`config.mk`:
```
export PLATFORM = sky130hd
export DESIGN_NAME = uart_line_status
export DESIGN_NICKNAME = d
export VERILOG_FILES = /design/src/include/line_status_pkg.sv /design/src/core/uart_line_status.sv /design/src/core/rx_error_fifo.sv /design/src/core/break_detect.sv
export SDC_FILE = /design/constraint.sdc
export NUM_CORES = 1
export LEC_CHECK = 0
export BUFFER_PORTS_ARGS = -buffer_cell sky130_fd_sc_hd__buf_2
export CORE_UTILIZATION = 33
export DETAILED_ROUTE_END_ITERATION = 8
export PLACE_DENSITY = 0.45
export SLEW_MARGIN = 20
export SYNTH_ARGS = -nofsm -noshare
export SYNTH_HDL_FRONTEND = slang
export SYNTH_SLANG_ARGS = --single-unit
```
`constraint.sdc`:
```
create_clock -name aclk -period 4.5 [get_ports aclk]
set_input_delay 0.225 -clock aclk [delete_from_list [all_inputs] [get_ports aclk]]
set_output_delay 0.225 -clock aclk [all_outputs]
set_load 0.01 [all_outputs]
```
`src/include/line_status_pkg.sv`:
```
// constants, offsets and field layout of the line status block
// Functional notes
// RULE_01: data error set when any queued char errs
// RULE_02: data error clears once no queued char errs
// RULE_03: non-fifo: tx empty when holding and shift empty
// RULE_04: fifo mode: tx empty when fifo and shift empty
// RULE_05: non-fifo: holding empty on move, clears on load
// RULE_06: fifo mode: holding empty tracks fifo empty, write clears
// RULE_07: holding empty plus enable raises transmit request
// RULE_08: break when line low one whole frame
// RULE_09: one break character per break condition
// RULE_10: framing error when stop bit missing
// RULE_11: parity error when parity mismatches setting
// RULE_12: fifo mode: errors belong to head character
// RULE_13: error and break bits zero after reset
// RULE_14: overrun when char completes with fifo full
// RULE_15: data ready while any character is held
// RULE_16: each fifo entry stores parity, framing, break
package line_status_pkg;
  localparam int         RX_DEPTH      = 32;
  localparam int         RX_PTR_W      = 5;
  localparam int         RX_CNT_W      = 6;
  localparam int         ENTRY_W       = 11;
  localparam int         ENT_PE        = 8;
  localparam int         ENT_FE        = 9;
  localparam int         ENT_BI        = 10;
  // register byte offsets
  localparam logic [7:0] OFS_LINE_STATUS = 8'h00;
  localparam logic [7:0] OFS_CONTROL     = 8'h04;
  localparam logic [7:0] OFS_INT_STATUS  = 8'h08;
  localparam logic [7:0] OFS_INT_CLEAR   = 8'h0c;
  localparam logic [7:0] OFS_INT_ENABLE  = 8'h10;
  // line status bit positions
  localparam int         LS_RDY = 0;
  localparam int         LS_OE  = 1;
  localparam int         LS_PE  = 2;
  localparam int         LS_FE  = 3;
  localparam int         LS_BI  = 4;
  localparam int         LS_THE = 5;
  localparam int         LS_TE  = 6;
  localparam int         LS_ERR = 7;
  // control bit positions
  localparam int         CT_FIFO  = 0;
  localparam int         CT_THRIE = 1;
  localparam int         CT_PEN   = 2;
  localparam int         CT_EVEN  = 3;
  localparam int         CT_LEN   = 4;
  localparam int         CT_STOP2 = 6;
  // interrupt event bit positions
  localparam int         EV_RDY = 0;
  localparam int         EV_OE  = 1;
  localparam int         EV_LINE = 2;
  localparam int         EV_THE = 3;
  localparam int         EV_W   = 4;
  // reset values and axi response codes
  localparam logic [7:0] CONTROL_RST     = 8'h30;
  localparam logic [7:0] LINE_STATUS_RST = 8'h60;
  localparam logic [1:0] RESP_OKAY       = 2'h0;
  localparam logic [1:0] RESP_SLVERR     = 2'h2;
  // frame length in bit times
  function automatic logic [3:0] frame_len(input logic [7:0] ctl);
    frame_len = 4'h7 + {2'h0, ctl[CT_LEN+1:CT_LEN]} + {3'h0, ctl[CT_PEN]}
              + {3'h0, ctl[CT_STOP2]};
  endfunction
endpackage

```
`src/core/uart_line_status.sv`:
```
// line status register, transmit status and axi4-lite slave
//
// Chosen here: the address map and the AXI4-Lite interface to the registers.
`timescale 1ns/1ns
`default_nettype none
module uart_line_status
  import line_status_pkg::*;
(
  input  wire logic       aclk,
  input  wire logic       aresetn,
  input  wire logic       ce,
  input  wire logic [7:0] s_axi_awaddr,
  input  wire logic       s_axi_awvalid,
  output logic            s_axi_awready,
  input  wire logic [31:0] s_axi_wdata,
  input  wire logic [3:0] s_axi_wstrb,
  input  wire logic       s_axi_wvalid,
  output logic            s_axi_wready,
  output logic [1:0]      s_axi_bresp,
  output logic            s_axi_bvalid,
  input  wire logic       s_axi_bready,
  input  wire logic [7:0] s_axi_araddr,
  input  wire logic       s_axi_arvalid,
  output logic            s_axi_arready,
  output logic [31:0]     s_axi_rdata,
  output logic [1:0]      s_axi_rresp,
  output logic            s_axi_rvalid,
  input  wire logic       s_axi_rready,
  input  wire logic       rxd_pin,
  input  wire logic       bit_tick,
  input  wire logic       rx_char_valid,
  input  wire logic [7:0] rx_char_data,
  input  wire logic       rx_char_parity,
  input  wire logic       rx_char_stop_ok,
  input  wire logic       rx_pop,
  input  wire logic       thr_write,
  input  wire logic       thr_to_shift,
  input  wire logic       tx_fifo_empty,
  input  wire logic       tx_shift_empty,
  output logic [7:0]      rx_data_ff,
  output logic [7:0]      line_status_ff,
  output logic            thr_irq_ff,
  output logic            irq_ff
);
  logic               rxd_meta_ff;
  logic               rxd_sync_ff;
  logic [7:0]         control_ff;
  logic [EV_W-1:0]    int_status_ff;
  logic [EV_W-1:0]    int_enable_ff;
  logic               thr_empty_ff;
  logic               overrun_ff;
  logic               aw_got_ff;
  logic               w_got_ff;
  logic [7:0]         waddr_ff;
  logic [31:0]        wdata_ff;
  logic [3:0]         wstrb_ff;
  logic [ENTRY_W-1:0] head;
  logic               rx_empty;
  logic               rx_full;
  logic               err_any;
  logic               brk_push;
  logic               push;
  logic [ENTRY_W-1:0] push_data;
  logic               fifo_mode;
  logic               pe_now;
  logic               temt;
  logic               aw_hs;
  logic               w_hs;
  logic               b_hs;
  logic               ar_hs;
  logic               r_hs;
  logic               do_write;
  logic               ls_read;
  logic [EV_W-1:0]    events;
  logic [EV_W-1:0]    wr_clear;
  logic [7:0]         rd_val;
  logic               rd_ok;

  function automatic logic [7:0] len_mask(input logic [1:0] code);
    len_mask = 8'hff >> (2'h3 - code);
  endfunction

  assign fifo_mode = control_ff[CT_FIFO];
  assign aw_hs     = s_axi_awvalid && s_axi_awready;
  assign w_hs      = s_axi_wvalid && s_axi_wready;
  assign b_hs      = s_axi_bvalid && s_axi_bready;
  assign ar_hs     = s_axi_arvalid && s_axi_arready;
  assign r_hs      = s_axi_rvalid && s_axi_rready;
  assign do_write  = aw_got_ff && w_got_ff && !s_axi_bvalid;
  assign ls_read   = ar_hs && (s_axi_araddr == OFS_LINE_STATUS);

  // rx pin synchroniser
  always_ff @(posedge aclk) begin
    if (!aresetn) begin
      rxd_meta_ff <= 1'b1;
      rxd_sync_ff <= 1'b1;
    end else if (ce) begin
      rxd_meta_ff <= rxd_pin;
      rxd_sync_ff <= rxd_meta_ff;
    end
  end

  break_detect u_break (
    .aclk       (aclk),
    .aresetn    (aresetn),
    .ce         (ce),
    .rxd        (rxd_sync_ff),
    .bit_tick   (bit_tick),
    .frame_bits (frame_len(control_ff)),
    .brk_push   (brk_push)
  );

  // received character check and fifo entry
  assign pe_now = control_ff[CT_PEN] && (rx_char_parity !=
    (control_ff[CT_EVEN] ? ^(rx_char_data & len_mask(control_ff[5:4]))
                         : ~^(rx_char_data & len_mask(control_ff[5:4]))));
  assign push      = rx_char_valid || brk_push;
  assign push_data = brk_push ? {1'b1, 2'b00, 8'h00} // see RULE_09
                   : {1'b0, !rx_char_stop_ok, pe_now, rx_char_data}; // see RULE_10 RULE_11

  rx_error_fifo u_fifo (
    .aclk        (aclk),
    .aresetn     (aresetn),
    .ce          (ce),
    .single_mode (!fifo_mode),
    .push        (push),
    .push_data   (push_data),
    .pop         (rx_pop),
    .head        (head),
    .empty       (rx_empty),
    .full        (rx_full),
    .err_any     (err_any)
  );

  // overrun, cleared by reading line status, set wins
  always_ff @(posedge aclk) begin
    if (!aresetn) begin
      overrun_ff <= 1'b0;
    end else if (ce) begin
      if (push && rx_full) begin
        overrun_ff <= 1'b1; // see RULE_14
      end else if (ls_read) begin
        overrun_ff <= 1'b0;
      end
    end
  end

  // holding register empty
  always_ff @(posedge aclk) begin
    if (!aresetn) begin
      thr_empty_ff <= 1'b1;
    end else if (ce) begin
      if (fifo_mode) begin
        thr_empty_ff <= tx_fifo_empty && !thr_write; // see RULE_06
      end else if (thr_to_shift) begin
        thr_empty_ff <= 1'b1; // see RULE_05
      end else if (thr_write) begin
        thr_empty_ff <= 1'b0; // see RULE_05
      end
    end
  end

  assign temt = tx_shift_empty
              && (fifo_mode ? tx_fifo_empty // see RULE_04
                            : thr_empty_ff); // see RULE_03

  // line status image
  always_ff @(posedge aclk) begin
    if (!aresetn) begin
      line_status_ff <= LINE_STATUS_RST; // see RULE_13
      rx_data_ff     <= 8'h00;
    end else if (ce) begin
      line_status_ff[LS_ERR] <= err_any; // see RULE_01 RULE_02
      line_status_ff[LS_TE]  <= temt;
      line_status_ff[LS_THE] <= thr_empty_ff;
      line_status_ff[LS_BI]  <= !rx_empty && head[ENT_BI]; // see RULE_12
      line_status_ff[LS_FE]  <= !rx_empty && head[ENT_FE]; // see RULE_12
      line_status_ff[LS_PE]  <= !rx_empty && head[ENT_PE]; // see RULE_12
      line_status_ff[LS_OE]  <= overrun_ff;
      line_status_ff[LS_RDY] <= !rx_empty; // see RULE_15
      rx_data_ff             <= rx_empty ? 8'h00 : head[7:0];
    end
  end

  // interrupts
  assign events[EV_RDY]  = push && !rx_full;
  assign events[EV_OE]   = push && rx_full;
  assign events[EV_LINE] = push && (push_data[ENT_PE] || push_data[ENT_FE]
                                    || push_data[ENT_BI]);
  assign events[EV_THE]  = thr_empty_ff && !line_status_ff[LS_THE];
  assign wr_clear = (do_write && waddr_ff == OFS_INT_CLEAR && wstrb_ff[0])
                  ? wdata_ff[EV_W-1:0] : '0;

  always_ff @(posedge aclk) begin
    if (!aresetn) begin
      int_status_ff <= '0;
      irq_ff        <= 1'b0;
      thr_irq_ff    <= 1'b0;
    end else if (ce) begin
      int_status_ff <= (int_status_ff & ~wr_clear) | events;
      irq_ff        <= |(int_status_ff & int_enable_ff);
      thr_irq_ff    <= thr_empty_ff && control_ff[CT_THRIE]; // see RULE_07
    end
  end

  // axi write channels
  always_ff @(posedge aclk) begin
    if (!aresetn) begin
      aw_got_ff     <= 1'b0;
      w_got_ff      <= 1'b0;
      s_axi_awready <= 1'b1;
      s_axi_wready  <= 1'b1;
      s_axi_bvalid  <= 1'b0;
      s_axi_bresp   <= RESP_OKAY;
      waddr_ff      <= 8'h00;
      wdata_ff      <= 32'h0000_0000;
      wstrb_ff      <= 4'h0;
    end else if (ce) begin
      if (aw_hs) begin
        aw_got_ff     <= 1'b1;
        s_axi_awready <= 1'b0;
        waddr_ff      <= s_axi_awaddr;
      end else if (b_hs) begin
        aw_got_ff     <= 1'b0;
        s_axi_awready <= 1'b1;
      end
      if (w_hs) begin
        w_got_ff     <= 1'b1;
        s_axi_wready <= 1'b0;
        wdata_ff     <= s_axi_wdata;
        wstrb_ff     <= s_axi_wstrb;
      end else if (b_hs) begin
        w_got_ff     <= 1'b0;
        s_axi_wready <= 1'b1;
      end
      if (do_write) begin
        s_axi_bvalid <= 1'b1;
        s_axi_bresp  <= (waddr_ff == OFS_CONTROL || waddr_ff == OFS_INT_CLEAR
                         || waddr_ff == OFS_INT_ENABLE) ? RESP_OKAY
                                                        : RESP_SLVERR;
      end else if (b_hs) begin
        s_axi_bvalid <= 1'b0;
      end
    end
  end

  // writable registers
  always_ff @(posedge aclk) begin
    if (!aresetn) begin
      control_ff    <= CONTROL_RST;
      int_enable_ff <= '0;
    end else if (ce && do_write && wstrb_ff[0]) begin
      if (waddr_ff == OFS_CONTROL) begin
        control_ff <= wdata_ff[7:0];
      end
      if (waddr_ff == OFS_INT_ENABLE) begin
        int_enable_ff <= wdata_ff[EV_W-1:0];
      end
    end
  end

  // axi read channel
  always_comb begin
    rd_val = 8'h00;
    rd_ok  = 1'b1;
    case (s_axi_araddr)
      OFS_LINE_STATUS: rd_val = line_status_ff;
      OFS_CONTROL:     rd_val = control_ff;
      OFS_INT_STATUS:  rd_val = {4'h0, int_status_ff};
      OFS_INT_CLEAR:   rd_val = 8'h00;
      OFS_INT_ENABLE:  rd_val = {4'h0, int_enable_ff};
      default:         rd_ok  = 1'b0;
    endcase
  end

  always_ff @(posedge aclk) begin
    if (!aresetn) begin
      s_axi_arready <= 1'b1;
      s_axi_rvalid  <= 1'b0;
      s_axi_rdata   <= 32'h0000_0000;
      s_axi_rresp   <= RESP_OKAY;
    end else if (ce) begin
      if (ar_hs) begin
        s_axi_arready <= 1'b0;
        s_axi_rvalid  <= 1'b1;
        s_axi_rdata   <= {24'h000000, rd_val};
        s_axi_rresp   <= rd_ok ? RESP_OKAY : RESP_SLVERR;
      end else if (r_hs) begin
        s_axi_arready <= 1'b1;
        s_axi_rvalid  <= 1'b0;
      end
    end
  end
endmodule // uart_line_status
`default_nettype wire

```
`src/core/rx_error_fifo.sv`:
```
// receive fifo with per-entry error flags
`timescale 1ns/1ns
`default_nettype none
module rx_error_fifo
  import line_status_pkg::*;
(
  input  wire logic               aclk,
  input  wire logic               aresetn,
  input  wire logic               ce,
  input  wire logic               single_mode,
  input  wire logic               push,
  input  wire logic [ENTRY_W-1:0] push_data,
  input  wire logic               pop,
  output logic      [ENTRY_W-1:0] head,
  output logic                    empty,
  output logic                    full,
  output logic                    err_any
);
  logic [ENTRY_W-1:0]  mem [RX_DEPTH];
  logic [RX_PTR_W-1:0] wr_ff;
  logic [RX_PTR_W-1:0] rd_ff;
  logic [RX_CNT_W-1:0] cnt_ff;
  logic [RX_CNT_W-1:0] err_cnt_ff;
  logic                do_push;
  logic                do_pop;

  function automatic logic has_err(input logic [ENTRY_W-1:0] e);
    has_err = e[ENT_PE] | e[ENT_FE] | e[ENT_BI];
  endfunction

  assign empty   = (cnt_ff == '0);
  assign full    = single_mode ? !empty : (cnt_ff == RX_CNT_W'(RX_DEPTH));
  assign do_push = push && !full;
  assign do_pop  = pop && !empty;
  assign head    = mem[rd_ff];
  assign err_any = (err_cnt_ff != '0);

  always_ff @(posedge aclk) begin
    if (ce && do_push) begin
      mem[wr_ff] <= push_data; // see RULE_16
    end
  end

  always_ff @(posedge aclk) begin
    if (!aresetn) begin
      wr_ff  <= '0;
      rd_ff  <= '0;
      cnt_ff <= '0;
    end else if (ce) begin
      if (do_push) begin
        wr_ff <= wr_ff + 1'b1;
      end
      if (do_pop) begin
        rd_ff <= rd_ff + 1'b1;
      end
      cnt_ff <= cnt_ff + RX_CNT_W'(do_push) - RX_CNT_W'(do_pop);
    end
  end

  // count of queued entries that carry an error
  always_ff @(posedge aclk) begin
    if (!aresetn) begin
      err_cnt_ff <= '0;
    end else if (ce) begin
      err_cnt_ff <= err_cnt_ff
                  + RX_CNT_W'(do_push && has_err(push_data))  // see RULE_01
                  - RX_CNT_W'(do_pop && has_err(head));       // see RULE_02
    end
  end
endmodule // rx_error_fifo
`default_nettype wire

```
`src/core/break_detect.sv`:
```
// detects a whole frame of low line, one pulse per break
`timescale 1ns/1ns
`default_nettype none
module break_detect (
  input  wire logic       aclk,
  input  wire logic       aresetn,
  input  wire logic       ce,
  input  wire logic       rxd,
  input  wire logic       bit_tick,
  input  wire logic [3:0] frame_bits,
  output logic            brk_push
);
  logic [3:0] cnt_ff;
  logic       armed_ff;

  always_ff @(posedge aclk) begin
    if (!aresetn) begin
      cnt_ff   <= 4'h0;
      armed_ff <= 1'b1;
      brk_push <= 1'b0;
    end else if (ce) begin
      brk_push <= 1'b0;
      if (rxd) begin
        cnt_ff   <= 4'h0;
        armed_ff <= 1'b1; // see RULE_09
      end else if (bit_tick && armed_ff) begin
        if (cnt_ff + 4'h1 >= frame_bits) begin
          brk_push <= 1'b1; // see RULE_08
          armed_ff <= 1'b0; // see RULE_09
        end else begin
          cnt_ff <= cnt_ff + 4'h1;
        end
      end
    end
  end
endmodule // break_detect
`default_nettype wire

```
After elaboration in Yosys (flattened, before gate mapping). Memories as Yosys holds them, arrays and structs flattened. A register that Yosys moved wholly into a read port is not among the register bits. Index checks and enable logic that the tools add are counted.

RAM bits: 352. Logic and storage cells: 173. Memories kept: 1. Flip-flop bits (word level): 102. Output and inout bits: 59. Input port bits: 78.

Memory list: u_fifo.mem (words 32, width 11, read ports 1, clocked after memory_dff 1, write ports 1, RTL line rx_error_fifo.sv:19) `logic [ENTRY_W-1:0] mem [RX_DEPTH];`.

Reductions and logical operators: 70. Add/sub/neg operators: 11. Shifts and indexed selects: 1. Multiplexer cells: 39. Equal/unequal tests: 10. Magnitude comparators: 1. Bitwise gates (word level): 9.

Operators by type and width (count): $pmux 8 s4 (1); $logic_and 1x1->1 (28); $mux 1 (28); $reduce_and 2->1 (14); $eq 8x4->1 const B (3); $eq 8x3->1 const B (2); $eq 8x5->1 const B (2); $mux 4 (4); $reduce_bool 2->1 (7); $add 6x1->6 (2); $sub 6x1->6 (2); $mux 11 (1); $add 5x1->5 const B (2); $mux 5 (2); $add 4x1->4 (2); $and 4x4->4 (2); $and 8x8->8 (1); $logic_not 8->1 (1); $mux 8 (1); $reduce_xnor 8->1 (1); $reduce_xor 8->1 (1); $shr 8x2->8 const A (1); $eq 6x6->1 const B (1); $logic_not 1->1 (6); 17 further kinds (26).

Logic depth before layout (Yosys ltp).
Depth after elaboration: 13. Depth in mapped cells: 19. Gate-level depth less buffers: 16.

Cells and area by module. Synthesis repeated with hierarchy kept, for this count alone.

Cells, all modules: 1219. Area total of the unflattened synthesis: 19139.6 µm².

Modules (own cells, without submodules): rx_error_fifo (sequential area each 11110.7 µm², cells an instance 753, area an instance 15164.5 µm², instances 1); uart_line_status (sequential area each 1441.4 µm², cells an instance 410, area an instance 3502.1 µm², instances 1); break_detect (sequential area each 120.1 µm², cells an instance 56, area an instance 473.0 µm², instances 1).

Least setup slack after synthesis. No wires, ideal clock.

Path type: reg-to-reg. Start point: register with a tool-made name. End point: register u_fifo.err_cnt_ff[4]. Path slack: 1.150 ns. Data arrival time: 3.223 ns. Buffers on the path: 2. Setup time: 0.128 ns. Data required time: 4.372 ns. Clock period less this slack: 3.350 ns. Stages on the path, launching flop included: 18. Cell sequence: dfxtp_1 buf_4 buf_6 mux4_2 mux4_2 mux2i_1 a31oi_1 ha_1 inv_1 ha_1 inv_1 fa_1 inv_1 a21oi_1 o21bai_1 xor2_1 mux2i_1 nor2_1.

RTL lines: end signal, assigned (RTL line rx_error_fifo.sv:65) `err_cnt_ff <= err_cnt_ff`; end, declared (RTL line rx_error_fifo.sv:23) `logic [RX_CNT_W-1:0] err_cnt_ff;`.

==> metrics <==
setup violators final 0; number of clock sinks 457; top cells by area, synth edfxtp_1, dfxtp_1, mux4_2; asr flop ratio synth 0; Post-Synthesis Cells 1191; CP max FO 29; register area 12680 sq um; gr usage total 0.1605; Clk pwr share 0.395; outcome finished clean; Reg power frac 0.466; Slew headroom 0.2748; I/O Pins 137; Fill cells 5216; largest family of logic cells by synthesized area multiplexers; Tcrit/Tclk final 0.8780; mux contribution to synthesized area 0.1488; Area Overhead vs Synth 17.57%; power density cells 459.4 nW/um^2; count of input and output buffers 83; post-synthesis adder-cell area fraction 0.02372; switch share 0.2492; TNS Setup 0 ps; H-tree depth 2; Placed Cells 2033; Most Crowded Layer GR met2; Int Pwr 7.657 mW; largest net degree at the start of global routing 65; final core occ 0.3929; flop2flop setup slack 550 ps; first-pass GRT wire length 67700 microns; Worst EP arrival 4470 ps; Tmin final 3951 ps; grt met3 use 0.02425; RSZ-0062 raised after global routing no; Least-Margin Pin Slew 1087 ps; CTS tree yes; Mapped Area 18880 sq um; mean routed wirelength per cell 21.22 microns; WP data required 5020 ps; Min Hold Slack 43.28 ps; Core ar. 56500 sq um; fmax 253.1 MHz; Initial DRT Pass Iterations 4; Final Hold Viols 0; DRC 0; P_sw 2.541 mW; Synth top area share 0.5598; multi-input combinational cell area 5678 sq um; Final WS setup 548.8 ps; worst hold path class input port to flop; dpl hpwl 28940 microns; dpl cell area 20330 sq um; CTS Root Buffer Type clkbuf_16; max-cap violation count 0; cts repair resizes 0; Nets 1466; Slew Viols, Final 0; Mean Syn Cell Area 15.85 sq um; Setup Slack @ Placement 437.2 ps; cell accounting for the most synthesized area edfxtp_1; met2 global-route usage 0.2712; Clock Latency Late Sink 600 ps; XOR/XNOR Fraction of Synth Area 0.01206; vias in the first global route 10.71k; Leakage 7.544 nW; DIE WIDTH 241.2 microns; sequential share of the synthesized area 0.6712; Post-synth EDFFs 352; met1 Track Usage GR 0.2113; gr ovfl total 0; CP Launch Type flop; Initial Utilization 0.3342; Post-Route WL 45690 microns; final antenna-violating net count 0; die area 58180 sq um; DR iter-0 viols 615; CTS Buffer Depth 3; setup bufs post-CTS 0; Yosys reg bits 457; share of cells above drive strength 1 0.2337; Crit Path Class flop to flop; Power Total 10.20 mW; Reg clk slew, reported paths 60 ps; Non-Filler Instances 2153; top_reg_cell synth edfxtp_1; Worst setup EP type flop; Yosys cell types 54; CTS buffer count 50; DR vias 10.36k; simple-gate portion of the synthesized area 0.06799; Syn. warnings 0; post-route clock skew 18.88 ps; share of power burned in combinational logic 0.138; Final Instance Area 22200 sq um; initial antenna violation count 2; compound-cell area share of the yosys netlist 0.04082; Peak VDD IR 0.2831 mV; via/cell ratio 4.811; DIE HEIGHT 241.2 microns; Row Count 87; GPL Wtd Cong 0.7421
## cell usage after synthesis, types with 16 or more instances
library cell and number:
a22oi_1 16, nand2b_1 27, nor2_1 91, nand3_1 24
mux4_2 85, a21oi_1 56, o21ai_0 21, ha_1 31
edfxtp_1 352, buf_4 34, clkbuf_1 29, xnor2_1 16
dfxtp_1 105, mux2i_1 52, inv_1 38, nand2_1 70
## final cells by class
type / count / share of cell area
Sequential cell: 457 / 0.5713
Multi-Input combinational cell: 637 / 0.2558
Clock buffer: 63 / 0.06059
Timing Repair Buffer: 170 / 0.05096
Tap cell: 756 / 0.04261
Clock inverter: 30 / 0.01206
Inverter: 38 / 0.006426
Antenna cell: 2 / 0.0002255
## worst paths after layout
kind,cells after the start,startpoint,endpoint
min,3,rx_char_stop_ok,int_status_ff[2]
min reg2reg,2,waddr_ff[5],waddr_ff[5]
max,17,flop,u_fifo.err_cnt_ff[4]
max reg2reg,17,flop,u_fifo.err_cnt_ff[4]
## placed cells by master (no fill, tap or decap), types with 37 or more instances in the layout
cell type  netlist  final
mux2i_1         52     52
buf_2            9     83
buf_4           34     62
clkbuf_16        0     51
mux4_2          85     85
nor2_1          91     90
nand2_1         70     70
dfxtp_1        105    101
edfxtp_1       352    352
inv_1           38     37
a21oi_1         56     56
## routing by layer
metal  vias to the layer above  part of all wire
met1                      5252              0.45
li1                       4824                 -
met3                        70             0.043
met4                         0             0.024
met5                         -                 0
met2                       213              0.48
## flip-flops by register name (all words and copies together), names as in the netlist, 5 cells and up, named ones only
| signal | cells |
|---|---|
| u_fifo.rd_ff | 5 |
| u_fifo.wr_ff | 5 |
| u_fifo.mem | 352 |
| waddr_ff | 8 |
| s_axi_rdata | 8 |
| line_status_ff | 8 |
| rx_data_ff | 8 |
| wdata_ff | 8 |
| u_fifo.cnt_ff | 6 |
| control_ff | 8 |
| u_fifo.err_cnt_ff | 6 |
## critical path: stages (launching register included)
cell and delay, ps:
dfxtp_4 690, buf_4 390, mux4_2 540, mux2i_1 170
nand2_1 100, nand3_1 220, a31oi_1 140, ha_1 300
inv_1 60, ha_1 150, inv_1 60, fa_1 420
inv_1 70, a21oi_1 50, o21bai_1 150, xor2_1 160
mux2i_1 90, nor2_1 100
## repair_timing
action                                  in CTS  in global routing
hold buffers                                25                  0
endpoints found under the setup margin       0                  0
endpoints found under the hold margin       26                  0
## logic make-up after synthesis
group	Yosys count
compound gates	130
xor+xnor	26
fa+ha+maj	34
buf+inv	122
flops	457
mux	153
other cells	1
simple gates	268
## power by group through the flow
stage	clock network, mW	logic, mW	registers, mW
3_5_place_dp	0	1.42	4.85
4_1_cts	4.14	1.44	4.76
5_1_grt	4.29	1.57	4.77
2_1_floorplan	0	1.09	4.81
3_3_place_gp	0	1.41	4.85
6_report	4.03	1.41	4.76
(Power assumes the default switching activity.)
